### config.mk
export PLATFORM = sky130hd
export DESIGN_NAME = hdlc_framer
export DESIGN_NICKNAME = d
export VERILOG_FILES = /design/src/hdlc_framer_pkg.sv /design/src/hdlc_framer.sv
export SDC_FILE = /design/constraint.sdc
export NUM_CORES = 1
export LEC_CHECK = 0
export BUFFER_PORTS_ARGS = -buffer_cell sky130_fd_sc_hd__buf_2
export CAP_MARGIN = 20
export CELL_PAD_IN_SITES_DETAIL_PLACEMENT = 1
export CELL_PAD_IN_SITES_GLOBAL_PLACEMENT = 1
export CORE_UTILIZATION = 60
export CTS_BUF_LIST = sky130_fd_sc_hd__clkbuf_4
export DETAILED_ROUTE_END_ITERATION = 8
export PLACE_DENSITY_LB_ADDON = 0.1
export SLEW_MARGIN = 20
export SYNTH_ARGS = -nofsm -noshare
export SYNTH_HDL_FRONTEND = slang
export SYNTH_HIERARCHICAL = 1
export SYNTH_SLANG_ARGS = --single-unit
### constraint.sdc
create_clock -name clk_sys -period 9.6 [get_ports clk_sys]
set_input_delay 0.96 -clock clk_sys [delete_from_list [all_inputs] [get_ports clk_sys]]
set_output_delay 0.96 -clock clk_sys [all_outputs]
set_load 0.1 [all_outputs]
### src/hdlc_framer_pkg.sv
/*
  Constants and state types shared by the bit-level framer and its FIFOs.
  Assumes nothing of its surroundings; imported whole by every module but hdlc_line_model.
*/
package hdlc_framer_pkg;

  // ****************************************
  // line patterns and check field
  // ****************************************
  localparam logic [7:0] FLAG_BYTE = 8'h7E;
  localparam logic [15:0] CRC_PRESET = 16'hFFFF;
  // x^16 + x^12 + x^5 + 1, bit-reversed for lsb-first shifting
  localparam logic [15:0] CRC_POLY_REV = 16'h8408;
  localparam logic [15:0] CRC_GOOD = 16'hF0B8;

  // ****************************************
  // counts
  // ****************************************
  localparam logic [2:0] STUFF_RUN = 3'h5;
  localparam logic [2:0] FLAG_RUN = 3'h6;
  localparam logic [4:0] ABORT_ONES = 5'h08;
  localparam logic [12:0] MAX_FRAME = 13'h1000;
  localparam logic [12:0] CRC_BYTES = 13'h0002;
  localparam int FIFO_WIDTH = 9;
  localparam int FIFO_DEPTH = 32;

  // ****************************************
  // state types
  // ****************************************
  typedef enum logic [6:0] {
    TX_FILL = 7'h01, TX_OPEN = 7'h02, TX_DATA = 7'h04, TX_CRC = 7'h08,
    TX_CLOSE = 7'h10, TX_ABORT = 7'h20, TX_TRANSP = 7'h40
  } tx_state_e;

  typedef enum logic [2:0] {
    RX_HUNT = 3'h1, RX_FRAME = 3'h2, RX_TRANSP = 3'h4
  } rx_state_e;

endpackage

### src/hdlc_framer.sv
/*
  Bit-level framer for one full-duplex serial channel: flags, zero
  insertion and deletion, check field, aborts, address filtering and a
  transparent bypass, with a word FIFO on each data path.
  Assumes both bit clocks and the receive data arrive from pins, run well
  below a quarter of clk_sys, and that the data changes away from the
  rising bit-clock edge.
*/
`timescale 1ns/100ps

module hdlc_fifo
  import hdlc_framer_pkg::*;
#(
  parameter int WIDTH = FIFO_WIDTH,
  parameter int DEPTH = FIFO_DEPTH
) (
  // clock and reset
  input wire logic clk_sys,
  input wire logic reset_n,
  input wire logic flush,
  // fill side
  input wire logic [WIDTH-1:0] wr_data,
  input wire logic wr_valid,
  output logic wr_ready,
  // drain side
  output logic [WIDTH-1:0] rd_data,
  output logic rd_valid,
  input wire logic rd_ready
);
  // pointers wrap naturally, so DEPTH must be a power of two
  localparam int AW = $clog2(DEPTH);
  logic [WIDTH-1:0] mem_reg [DEPTH];
  logic [AW-1:0] wptr_reg, rptr_reg;
  logic [AW:0] count_reg, count_next;
  logic push, pop;

  assign push = wr_valid & wr_ready;
  assign pop = rd_ready & rd_valid;
  assign rd_data = mem_reg[rptr_reg];

  always_comb begin
    count_next = count_reg;
    if (push & ~pop) begin
      count_next = count_reg + 1'b1;
    end else if (pop & ~push) begin
      count_next = count_reg - 1'b1;
    end
  end

  always_ff @(posedge clk_sys) begin
    if (push) begin
      mem_reg[wptr_reg] <= wr_data;
    end
  end

  always_ff @(posedge clk_sys or negedge reset_n) begin
    if (!reset_n) begin
      wptr_reg <= '0;
      rptr_reg <= '0;
      count_reg <= '0;
      wr_ready <= 1'b1;
      rd_valid <= 1'b0;
    end else if (flush) begin
      wptr_reg <= '0;
      rptr_reg <= '0;
      count_reg <= '0;
      wr_ready <= 1'b1;
      rd_valid <= 1'b0;
    end else begin
      wptr_reg <= wptr_reg + AW'(push);
      rptr_reg <= rptr_reg + AW'(pop);
      count_reg <= count_next;
      wr_ready <= count_next != (AW+1)'(DEPTH);
      rd_valid <= count_next != '0;
    end
  end
endmodule

module hdlc_framer
  import hdlc_framer_pkg::*;
(
  // clock and reset
  input wire logic clk_sys,
  input wire logic reset_n,
  // configuration levels
  input wire logic transparent_mode,
  input wire logic lapd_mode,
  input wire logic interframe_fill_select,
  input wire logic addr16,
  input wire logic ctrl16,
  input wire logic addr_filter_en,
  input wire logic [15:0] match_addr0,
  input wire logic [15:0] match_addr1,
  input wire logic [15:0] match_addr2,
  input wire logic tx_enable,
  input wire logic tx_force_abort,
  input wire logic rx_enable,
  // transmit words from memory
  input wire logic [7:0] tx_data,
  input wire logic tx_last,
  input wire logic tx_valid,
  output logic tx_ready,
  output logic tx_frame_done,
  // receive words to memory
  output logic [7:0] rx_data,
  output logic rx_last,
  output logic rx_valid,
  input wire logic rx_ready,
  output logic rx_frame_good,
  output logic rx_frame_bad,
  output logic rx_frame_abort,
  // serial line
  input wire logic tx_bit_clk,
  output logic tx_serial,
  input wire logic rx_bit_clk,
  input wire logic rx_serial
);
  function automatic logic [15:0] crc_step(input logic [15:0] crc, input logic b);
    crc_step = {1'b0, crc[15:1]} ^ ((crc[0] ^ b) ? CRC_POLY_REV : 16'h0000);
  endfunction

  function automatic logic addr_eq(input logic [15:0] a, input logic [15:0] m, input logic wide);
    addr_eq = wide ? (a == m) : (a[7:0] == m[7:0]);
  endfunction

  // ****************************************
  // pin synchronisers
  // ****************************************
  logic tclk_s1_reg, tclk_s2_reg, tclk_s3_reg;
  logic rclk_s1_reg, rclk_s2_reg, rclk_s3_reg;
  logic rdat_s1_reg, rdat_s2_reg;
  logic tx_tick, rx_tick;

  always_ff @(posedge clk_sys or negedge reset_n) begin
    if (!reset_n) begin
      {tclk_s1_reg, tclk_s2_reg, tclk_s3_reg} <= 3'h0;
      {rclk_s1_reg, rclk_s2_reg, rclk_s3_reg} <= 3'h0;
      {rdat_s1_reg, rdat_s2_reg} <= 2'h3;
    end else begin
      {tclk_s1_reg, tclk_s2_reg, tclk_s3_reg} <= {tx_bit_clk, tclk_s1_reg, tclk_s2_reg};
      {rclk_s1_reg, rclk_s2_reg, rclk_s3_reg} <= {rx_bit_clk, rclk_s1_reg, rclk_s2_reg};
      {rdat_s1_reg, rdat_s2_reg} <= {rx_serial, rdat_s1_reg};
    end
  end

  assign tx_tick = tclk_s2_reg & ~tclk_s3_reg;
  assign rx_tick = rclk_s2_reg & ~rclk_s3_reg;

  // ****************************************
  // FIFOs
  // ****************************************
  logic [8:0] tf_rdata, rf_wdata_reg, rf_rdata;
  logic tf_valid, tf_pop, rf_push_reg, rf_wready, rf_flush_reg;

  hdlc_fifo #(.WIDTH(FIFO_WIDTH), .DEPTH(FIFO_DEPTH)) tx_fifo (
    .clk_sys(clk_sys), .reset_n(reset_n), .flush(1'b0),
    .wr_data({tx_last, tx_data}), .wr_valid(tx_valid), .wr_ready(tx_ready),
    .rd_data(tf_rdata), .rd_valid(tf_valid), .rd_ready(tf_pop)
  );

  hdlc_fifo #(.WIDTH(FIFO_WIDTH), .DEPTH(FIFO_DEPTH)) rx_fifo (
    .clk_sys(clk_sys), .reset_n(reset_n), .flush(rf_flush_reg),
    .wr_data(rf_wdata_reg), .wr_valid(rf_push_reg), .wr_ready(rf_wready),
    .rd_data(rf_rdata), .rd_valid(rx_valid), .rd_ready(rx_ready)
  );

  assign rx_data = rf_rdata[7:0];
  assign rx_last = rf_rdata[8];

  // ****************************************
  // transmitter
  // ****************************************
  tx_state_e tx_state_reg;
  logic [15:0] tx_sh_reg, tx_crc_reg, tx_crc_next;
  logic [4:0] tx_cnt_reg;
  logic [2:0] tx_ones_reg;
  logic tx_last_reg, tx_skip_reg, tx_stuff, tx_load, tx_abort_req, tx_start, tx_fill_bit;

  assign tx_abort_req = tx_force_abort | ~tx_enable;
  assign tx_start = tf_valid & ~tx_skip_reg & tx_enable;
  // a check field ending in five 1s still needs its 0 before the closing flag
  assign tx_stuff = (tx_state_reg == TX_DATA || tx_state_reg == TX_CRC
    || (tx_state_reg == TX_CLOSE && tx_cnt_reg == 5'h00)) && tx_ones_reg == STUFF_RUN;
  assign tx_crc_next = crc_step(tx_crc_reg, tx_sh_reg[0]);
  // the D channel never fills with flags
  assign tx_fill_bit = (lapd_mode | interframe_fill_select) ? 1'b1 : FLAG_BYTE[tx_cnt_reg[2:0]];

  always_comb begin
    tx_load = 1'b0;
    if (tx_tick && !tx_stuff && tx_cnt_reg[2:0] == 3'h7) begin
      case (tx_state_reg)
        TX_FILL: tx_load = tx_start & transparent_mode;
        TX_OPEN: tx_load = ~tx_abort_req;
        TX_DATA: tx_load = ~tx_abort_req & ~tx_last_reg & tf_valid;
        TX_TRANSP: tx_load = tf_valid & transparent_mode;
        default: tx_load = 1'b0;
      endcase
    end
  end

  // after an abort the remainder of the broken frame is drained unsent
  assign tf_pop = tx_load | (tx_skip_reg & tf_valid);

  always_ff @(posedge clk_sys or negedge reset_n) begin
    if (!reset_n) begin
      tx_state_reg <= TX_FILL;
      tx_sh_reg <= 16'h0000;
      tx_crc_reg <= CRC_PRESET;
      tx_cnt_reg <= 5'h00;
      tx_ones_reg <= 3'h0;
      tx_last_reg <= 1'b0;
      tx_skip_reg <= 1'b0;
      tx_serial <= 1'b1;
      tx_frame_done <= 1'b0;
    end else begin
      tx_frame_done <= 1'b0;
      if (tx_skip_reg && tf_valid && tf_rdata[8]) begin
        tx_skip_reg <= 1'b0;
      end
      if (tx_load) begin
        tx_sh_reg <= {8'h00, tf_rdata[7:0]};
        tx_last_reg <= tf_rdata[8];
      end
      if (tx_tick && tx_stuff) begin
        tx_serial <= 1'b0;
        tx_ones_reg <= 3'h0;
      end else if (tx_tick) begin
        tx_cnt_reg <= tx_cnt_reg + 5'h01;
        case (tx_state_reg)
          TX_FILL: begin
            tx_serial <= tx_fill_bit;
            if (tx_cnt_reg[2:0] == 3'h7) begin
              tx_cnt_reg <= 5'h00;
              if (tx_start) begin
                tx_state_reg <= transparent_mode ? TX_TRANSP : TX_OPEN;
              end
            end
          end
          TX_OPEN, TX_CLOSE: begin
            tx_serial <= FLAG_BYTE[tx_cnt_reg[2:0]];
            tx_ones_reg <= 3'h0;
            tx_crc_reg <= CRC_PRESET;
            if (tx_state_reg == TX_OPEN && tx_abort_req) begin
              tx_state_reg <= TX_ABORT;
              tx_skip_reg <= 1'b1;
              tx_cnt_reg <= 5'h00;
            end else if (tx_cnt_reg[2:0] == 3'h7) begin
              tx_cnt_reg <= 5'h00;
              tx_state_reg <= (tx_state_reg == TX_OPEN) ? TX_DATA : TX_FILL;
              tx_frame_done <= tx_state_reg == TX_CLOSE;
            end
          end
          TX_DATA, TX_CRC: begin
            tx_serial <= tx_sh_reg[0];
            tx_ones_reg <= tx_sh_reg[0] ? tx_ones_reg + 3'h1 : 3'h0;
            if (!tx_load) begin
              tx_sh_reg <= {1'b0, tx_sh_reg[15:1]};
            end
            if (tx_state_reg == TX_DATA) begin
              tx_crc_reg <= tx_crc_next;
            end
            if (tx_abort_req) begin
              tx_state_reg <= TX_ABORT;
              tx_skip_reg <= tx_state_reg == TX_DATA && !tx_last_reg;
              tx_cnt_reg <= 5'h00;
            end else if (tx_state_reg == TX_DATA && tx_cnt_reg[2:0] == 3'h7) begin
              tx_cnt_reg <= 5'h00;
              if (tx_last_reg) begin
                tx_sh_reg <= ~tx_crc_next;
                tx_state_reg <= TX_CRC;
              end else if (!tf_valid) begin
                tx_state_reg <= TX_ABORT;
                tx_skip_reg <= 1'b1;
              end
            end else if (tx_state_reg == TX_CRC && tx_cnt_reg == 5'h0F) begin
              tx_cnt_reg <= 5'h00;
              tx_state_reg <= TX_CLOSE;
            end
          end
          TX_ABORT: begin
            // eight ones plus at most six before stays within fourteen
            tx_serial <= 1'b1;
            tx_ones_reg <= 3'h0;
            if (tx_cnt_reg == ABORT_ONES - 5'h01) begin
              tx_cnt_reg <= 5'h00;
              tx_state_reg <= TX_FILL;
            end
          end
          TX_TRANSP: begin
            tx_serial <= tx_sh_reg[0];
            if (!tx_load) begin
              tx_sh_reg <= {1'b1, tx_sh_reg[15:1]};
            end
            if (tx_cnt_reg[2:0] == 3'h7) begin
              tx_cnt_reg <= 5'h00;
              if (!transparent_mode) begin
                tx_state_reg <= TX_FILL;
              end else if (!tf_valid) begin
                tx_sh_reg <= 16'hFFFF;
              end
            end
          end
          default: tx_state_reg <= TX_FILL;
        endcase
      end
    end
  end

  // ****************************************
  // receiver
  // ****************************************
  rx_state_e rx_state_reg;
  logic [6:0] rx_dly_reg;
  logic [2:0] rx_dcnt_reg, rx_ones_reg, rx_bit_reg;
  logic [15:0] rx_crc_reg;
  logic [7:0] rx_byte_reg, rx_pend_reg, rx_byte_new;
  logic [12:0] rx_nbytes_reg, rx_min;
  logic rx_pend_v_reg, rx_in_bit, rx_b, rx_addr_fail, rx_hit, rx_good, rx_any;

  // the delay hides the 0111111 of a closing flag or abort from the data
  assign rx_b = rdat_s2_reg;
  assign rx_in_bit = (rx_state_reg == RX_TRANSP) ? rx_b : rx_dly_reg[0];
  assign rx_byte_new = {rx_in_bit, rx_byte_reg[7:1]};
  assign rx_min = 13'(addr16) + 13'(ctrl16) + 13'h0002 + CRC_BYTES;
  assign rx_any = rx_nbytes_reg != 13'h0000 || rx_bit_reg != 3'h0;

  always_comb begin
    logic [15:0] a;
    a = addr16 ? {rx_byte_new, rx_pend_reg} : {8'h00, rx_byte_new};
    rx_hit = addr_eq(a, match_addr0, addr16) | addr_eq(a, match_addr1, addr16)
      | addr_eq(a, match_addr2, addr16);
    rx_addr_fail = addr_filter_en && !rx_hit && rx_nbytes_reg == 13'(addr16);
  end

  assign rx_good = rx_pend_v_reg && rx_bit_reg == 3'h0 && rx_crc_reg == CRC_GOOD
    && rx_nbytes_reg >= rx_min && rf_wready;

  always_ff @(posedge clk_sys or negedge reset_n) begin
    if (!reset_n) begin
      rx_state_reg <= RX_HUNT;
      rx_dly_reg <= 7'h00;
      rx_dcnt_reg <= 3'h0;
      rx_ones_reg <= 3'h0;
      rx_bit_reg <= 3'h0;
      rx_crc_reg <= CRC_PRESET;
      rx_byte_reg <= 8'h00;
      rx_pend_reg <= 8'h00;
      rx_pend_v_reg <= 1'b0;
      rx_nbytes_reg <= 13'h0000;
      rf_push_reg <= 1'b0;
      rf_wdata_reg <= 9'h000;
      rf_flush_reg <= 1'b0;
      rx_frame_good <= 1'b0;
      rx_frame_bad <= 1'b0;
      rx_frame_abort <= 1'b0;
    end else begin
      rf_push_reg <= 1'b0;
      rf_flush_reg <= 1'b0;
      rx_frame_good <= 1'b0;
      rx_frame_bad <= 1'b0;
      rx_frame_abort <= 1'b0;
      if (!rx_enable) begin
        rx_state_reg <= RX_HUNT;
        rx_ones_reg <= 3'h0;
      end else if (rx_tick) begin
        rx_ones_reg <= rx_b ? ((rx_ones_reg == 3'h7) ? 3'h7 : rx_ones_reg + 3'h1) : 3'h0;
        if (rx_state_reg == RX_TRANSP || transparent_mode) begin
          rx_state_reg <= transparent_mode ? RX_TRANSP : RX_HUNT;
          rx_byte_reg <= rx_byte_new;
          rx_bit_reg <= rx_bit_reg + 3'h1;
          if (rx_bit_reg == 3'h7 && rx_state_reg == RX_TRANSP) begin
            rf_wdata_reg <= {1'b0, rx_byte_new};
            rf_push_reg <= rf_wready;
          end
        end else if (rx_b && rx_ones_reg == FLAG_RUN) begin
          if (rx_state_reg == RX_FRAME) begin
            rf_flush_reg <= 1'b1;
            rx_frame_abort <= 1'b1;
          end
          rx_state_reg <= RX_HUNT;
        end else if (!rx_b && rx_ones_reg == FLAG_RUN) begin
          if (rx_state_reg == RX_FRAME && rx_good) begin
            rf_wdata_reg <= {1'b1, rx_pend_reg};
            rf_push_reg <= 1'b1;
            rx_frame_good <= 1'b1;
          end else if (rx_state_reg == RX_FRAME && rx_any) begin
            rf_flush_reg <= 1'b1;
            rx_frame_bad <= 1'b1;
          end
          rx_state_reg <= RX_FRAME;
          rx_dcnt_reg <= 3'h0;
          rx_bit_reg <= 3'h0;
          rx_nbytes_reg <= 13'h0000;
          rx_pend_v_reg <= 1'b0;
          rx_crc_reg <= CRC_PRESET;
        end else if (rx_state_reg == RX_FRAME && !(!rx_b && rx_ones_reg == STUFF_RUN)) begin
          rx_dly_reg <= {rx_b, rx_dly_reg[6:1]};
          if (rx_dcnt_reg != 3'h7) begin
            rx_dcnt_reg <= rx_dcnt_reg + 3'h1;
          end else begin
            rx_crc_reg <= crc_step(rx_crc_reg, rx_in_bit);
            rx_byte_reg <= rx_byte_new;
            rx_bit_reg <= rx_bit_reg + 3'h1;
            if (rx_bit_reg == 3'h7) begin
              rx_nbytes_reg <= rx_nbytes_reg + 13'h0001;
              rx_pend_reg <= rx_byte_new;
              rx_pend_v_reg <= 1'b1;
              if (rx_addr_fail) begin
                rx_state_reg <= RX_HUNT;
              end else if (rx_nbytes_reg == MAX_FRAME + CRC_BYTES || (rx_pend_v_reg && !rf_wready)) begin
                rf_flush_reg <= 1'b1;
                rx_frame_bad <= 1'b1;
                rx_state_reg <= RX_HUNT;
              end else if (rx_pend_v_reg) begin
                rf_wdata_reg <= {1'b0, rx_pend_reg};
                rf_push_reg <= 1'b1;
              end
            end
          end
        end
      end
    end
  end
endmodule

==> flow_metrics.env, run 1 <==
export IMPL_cts_buffer_depth=3
export IMPL_yosysTopAreaCell="edfxtp_1"
export IMPL_yosysWarnings=6
export IMPL_die_w_um=233.9
export IMPL_yosys_top_cells_area="edfxtp_1 (54%), dfrtp_1 (10%), mux4_2 (6.8%)"
export IMPL_post_route_period_util=0.5408
export IMPL_grt_util_all_layers=0.3035
export IMPL_dieArea_um2=54690
export IMPL_layout_drive_gt1_share=0.2485
export IMPL_synth_seq_area_share=0.6720
export IMPL_vias=19450
export IMPL_status="completed"
export IMPL_cpPeakStageDelay_ns=0.85
export IMPL_grt_max_degree=73
export IMPL_slowest_stage="dfrtp_4"
export IMPL_rr_endpoint="tx_sh_reg[7]"
export IMPL_ir_drop_v=0.0002216
export IMPL_place_ws_ns=5.352
export IMPL_dp_cells=2759
export IMPL_worst_slew_pin_slew_ns=1.118
export IMPL_antenna_found_initial=2
export IMPL_synth_seq_cells=749
export IMPL_p_per_area_nw_per_um2=223.1
export IMPL_num_rows=84
export IMPL_rsz0062_at_grt="false"
export IMPL_htreeDepth=4
export IMPL_synthArstFlopShare=0.2310
export IMPL_final_cell_mix="edfxtp_1 (576), clkbuf_4 (282), nor2_1 (176)"
export IMPL_start_util=0.6101
export IMPL_fin_setup_tns_ns=0
export IMPL_antenna_left=0
export IMPL_syn2layout_area_growth_pct=10.85
export IMPL_fmax_mhz=192.6
export IMPL_min_period_ns=5.191
export IMPL_end_kind="output port"
export IMPL_hold_path_cell_count=2
export IMPL_clock_sinks=749
export IMPL_cts_clk_slew_worst_paths_ns=0.07
export IMPL_reg2reg_setup_slack_ns=5.40
export IMPL_crit_chain="buf_4 > mux4_1 > mux2i_1 > o22ai_1 > or2_1 > buf_2"
export IMPL_ctsResizeCount=0
export IMPL_post_cts_setup_buffers=0
export IMPL_maxSlewHeadroom=0.2544
export IMPL_crit_fanout=40
export IMPL_synth_edf_count=576
export IMPL_final_common_cell="edfxtp_1"
export IMPL_cp_start_kind="flop"
export IMPL_finalMaxSlewViolations=0
export IMPL_synth_avg_cell_area_um2=15.61
export IMPL_stdcell_count=3098
export IMPL_wl_per_cell_um=25.81
export IMPL_drt_first_pass_iters=8
export IMPL_maxCapViolCount=0
export IMPL_netlist_cell_type_count=82
export IMPL_place_port_buffers=88
export IMPL_core_area_um2=52870
export IMPL_yosysTopAreaCellShare=0.5363
export IMPL_power_leakage_nw=13.13
export IMPL_dpl_hpwl_um=50240
export IMPL_synth_ff_type="edfxtp_1"
export IMPL_numCtsBuffers=186
export IMPL_place_congestion=0.8400
export IMPL_drc=0
export IMPL_place_area_um2=33190
export IMPL_whs_ns=0.3219
export IMPL_tritoncts="yes"
export IMPL_grt_pass1_vias=20710
export IMPL_synth_cells=2066
export IMPL_layout_setup_ws_ns=4.409
export IMPL_final_nets=2369
export IMPL_hold_viol_final=0
export IMPL_required_ns=8.64
export IMPL_critical_path_class="reg -> out"
export IMPL_syn_area_um2=32250
export IMPL_clk_latency_ns=1.06
export IMPL_reg2reg_depth=10
export IMPL_cts_root_buffer="clkbuf_4"
export IMPL_grt_pass1_wl_um=122700
export IMPL_design_area_um2=35750
export IMPL_rr_startpoint="tx_fifo/rptr_reg[0]"
export IMPL_wl_um=79970
export IMPL_holdPathEnd="tx_state_reg[1]"
export IMPL_crit_arrival_ns=4.23
export IMPL_drt_initial_drc_count=1486
export IMPL_pin_count=89
export IMPL_finalPower_mw=7.977
export IMPL_hold_class="in -> reg"
export IMPL_avgViaCountPerCell=6.277
export IMPL_skew_ns=0.05458
export IMPL_final_util=0.6763
export IMPL_hold_start="transparent_mode"
export IMPL_setup_viol=0
export IMPL_dieHeight_um=233.9
export IMPL_postCtsHoldBufs=4
export IMPL_grt_overflow_total=0
## how the worst max path moves through the flow
stage / from / endpoint / slack, ns / cells after the start
2_1_floorplan: tx_cnt_reg[0] / tx_fifo/rd_valid / 6.18 / 15
3_3_place_gp: tx_fifo/rptr_reg[0] / tx_sh_reg[6] / 5.49 / 10
3_5_place_dp: tx_fifo/rptr_reg[0] / tx_sh_reg[7] / 5.35 / 10
4_1_cts: rx_fifo/rptr_reg[0] / rx_data[5] / 4.33 / 6
5_1_grt: rx_fifo/rptr_reg[0] / rx_data[5] / 4.15 / 6
6_report: rx_fifo/rptr_reg[0] / rx_data[5] / 4.41 / 6
## cell usage after synthesis (all sizes together) (17+ instances only)
cell / n
mux4: 135
xnor2: 46
nand4: 17
buf: 44
dfstp: 39
nor3: 33
o31ai: 17
nor2: 179
mux2i: 96
o22ai: 36
nand2: 171
inv: 28
xor2: 42
dfrtp: 134
nand3: 41
o21ai: 52
ha: 32
o221ai: 29
nor2b: 18
a21oi: 38
mux2: 17
clkbuf: 63
edfxtp: 576
## kinds of logic (layout without fill, tap and decap cells)
kind of cell,count (synthesis),after routing,share of synthesized area
flops,749,749,0.6720
simple gates,555,555,0.08084
compound gates,256,256,0.05547
mux,248,248,0.1347
buf+inv,137,466,0.02056
xor+xnor,88,88,0.02390
fa+ha+maj,32,32,0.01241
other cells,1,16,0.0001163
## worst max-delay path, delay by kind of cell, from the launching register on
kind / cells / cell delay [ns]
buf+inv: 2 / 1.00
mux: 2 / 0.93
flops: 1 / 0.85
simple gates: 1 / 0.22
compound gates: 1 / 0.13
## area by class of cell
cell class	count	area (µm²)
clock inverters	44	361.6
inverters	30	112.6
multi-input cells	1187	9965
clock buffers	282	2117
flip-flops and latches	749	21690
repair buffers	110	621.8
fillers	4783	17110
well taps	688	860.8
diodes	8	20.02
## layer usage
metal	up-vias	share of wire	global-route usage
met1	10180	0.41	0.3942
met4	0	0.023	0.1045
li1	8509	-	-
met2	624	0.51	0.5165
met3	130	0.052	0.05630
met5	-	0	0
## power by group
group / leakage (nW) / switching [mW] / internal, mW
logic: 3.99 / 0.842 / 0.487
registers: 7.67 / 0.214 / 3.62
clock network: 1.47 / 1.29 / 1.52
(Power assumes the default switching activity.)
==> run 2, diff against run 1 <==
- CORE_UTILIZATION: 60 -> 50
- clock period: 9.6 -> 4.7 ns (I/O delays scaled with it)
==> run 2 against run 1 <==
Net effect:
- non-clock buffer count increased by 28
- routed wire length fell by 2.9%
- via count down 2.2%
- utilization shrank 10 points
- critical endpoint unchanged
- largest power group unchanged
- highest routed layer unchanged
==> flow_metrics.env, run 2 (synthesis results as in run 1) <==
export IMPL_maxSlewHeadroom=0.2196
export IMPL_place_ws_ns=0.9626
export IMPL_hold_class="in -> reg"
export IMPL_ctsResizeCount=0
export IMPL_status="completed"
export IMPL_whs_ns=0.06456
export IMPL_grt_max_degree=96
export IMPL_final_cell_mix="edfxtp_1 (576), clkbuf_4 (290), nor2_1 (175)"
export IMPL_place_port_buffers=88
export IMPL_cp_start_kind="flop"
export IMPL_maxCapViolCount=0
export IMPL_crit_chain="buf_4 > mux4_1 > mux2i_1 > o22ai_1 > or2_1 > buf_2"
export IMPL_dp_cells=2928
export IMPL_power_leakage_nw=13.28
export IMPL_grt_pass1_wl_um=121100
export IMPL_min_period_ns=4.152
export IMPL_drc=0
export IMPL_required_ns=4.23
export IMPL_cts_root_buffer="clkbuf_4"
export IMPL_start_util=0.5085
export IMPL_place_congestion=0.8236
export IMPL_layout_drive_gt1_share=0.2528
export IMPL_antenna_left=0
export IMPL_tritoncts="yes"
export IMPL_setup_viol=0
export IMPL_p_per_area_nw_per_um2=443.2
export IMPL_antenna_found_initial=2
export IMPL_postCtsHoldBufs=21
export IMPL_die_w_um=256.0
export IMPL_htreeDepth=4
export IMPL_cpPeakStageDelay_ns=0.75
export IMPL_ir_drop_v=0.0002759
export IMPL_post_route_period_util=0.8833
export IMPL_numCtsBuffers=190
export IMPL_fin_setup_tns_ns=0
export IMPL_drt_first_pass_iters=5
export IMPL_skew_ns=0.04263
export IMPL_hold_path_cell_count=5
export IMPL_hold_viol_final=0
export IMPL_critical_path_class="reg -> out"
export IMPL_dieHeight_um=256.0
export IMPL_num_rows=92
export IMPL_vias=19020
export IMPL_grt_overflow_total=0
export IMPL_wl_um=77630
export IMPL_cts_clk_slew_worst_paths_ns=0.06
export IMPL_finalMaxSlewViolations=0
export IMPL_fmax_mhz=240.9
export IMPL_layout_setup_ws_ns=0.5483
export IMPL_avgViaCountPerCell=5.781
export IMPL_post_cts_setup_buffers=0
export IMPL_final_common_cell="edfxtp_1"
export IMPL_worst_slew_pin_slew_ns=1.166
export IMPL_stdcell_count=3290
export IMPL_crit_fanout=26
export IMPL_design_area_um2=36240
export IMPL_grt_pass1_vias=20570
export IMPL_clk_latency_ns=1.01
export IMPL_reg2reg_depth=13
export IMPL_dieArea_um2=65530
export IMPL_syn2layout_area_growth_pct=12.36
export IMPL_clock_sinks=749
export IMPL_cts_buffer_depth=3
export IMPL_final_util=0.5714
export IMPL_finalPower_mw=16.06
export IMPL_slowest_stage="dfrtp_4"
export IMPL_final_nets=2401
export IMPL_pin_count=89
export IMPL_crit_arrival_ns=3.68
export IMPL_place_area_um2=33540
export IMPL_end_kind="output port"
export IMPL_wl_per_cell_um=23.60
export IMPL_grt_util_all_layers=0.2424
export IMPL_dpl_hpwl_um=49060
export IMPL_rsz0062_at_grt="false"
export IMPL_core_area_um2=63430
export IMPL_drt_initial_drc_count=932
## run 2: changes by cell type in the layout (fill, tap and decap cells not counted), sizes merged
cell / delta
clkinv: +4
bufinv: -4
dlygate4sd3: +17
clkbuf: +9
inv: -2
buf: +10
diode: -1
clkinvlp: +1
## run 2: power breakdown
part / internal [mW] / leakage, nW / total (mW) / switching, mW
Clock: 2.96 / 1.46 / 5.54 / 2.58
Sequential: 7.40 / 7.68 / 7.90 / 0.499
Combinational: 1.02 / 4.14 / 2.62 / 1.60
## run 2: worst max-delay path, delay by kind of cell (launching register included)
kind / cells / cell delay [ns]
mux: 2 / 0.80
flops: 1 / 0.75
compound gates: 1 / 0.16
simple gates: 1 / 0.27
buf+inv: 2 / 0.71
## run 2: path summary, 6_finish.rpt
| check | from | endpoint | slack (ns) |
|---|---|---|---|
| max in group asynchronous | reset_n | rx_fifo/rptr_reg[0] | 3.58 |
| worst min register to register | tclk_s1_reg | tclk_s2_reg | 0.35 |
| worst min-delay path | addr_filter_en | rf_wdata_reg[8] | 0.06 |
| min in group asynchronous | reset_n | tclk_s3_reg | 0.10 |
| worst max-delay path | rx_fifo/rptr_reg[0] | rx_data[5] | 0.55 |
| worst max register to register | tx_state_reg[1] | tx_fifo/rd_valid | 0.93 |
## run 2: metal layers
| metal | global-route usage | vias to the layer above | wire (µm) |
|---|---|---|---|
| li1 | - | 8574 | - |
| met1 | 0.3101 | 9928 | 32600 |
| met2 | 0.4165 | 404 | 40260 |
| met3 | 0.04159 | 115 | 3063 |
| met4 | 0.08749 | 0 | 1715 |
| met5 | 0 | - | 0 |
## run 2: layout make-up
type	count	area [µm²]
antenna	7	17.52
clock buffer	290	2177
clock inverter	43	261.5
fill	6044	27190
inverter	30	112.6
multi-input combinational	1187	9975
sequential	749	21690
tap	846	1059
timing repair buffer	138	943.4
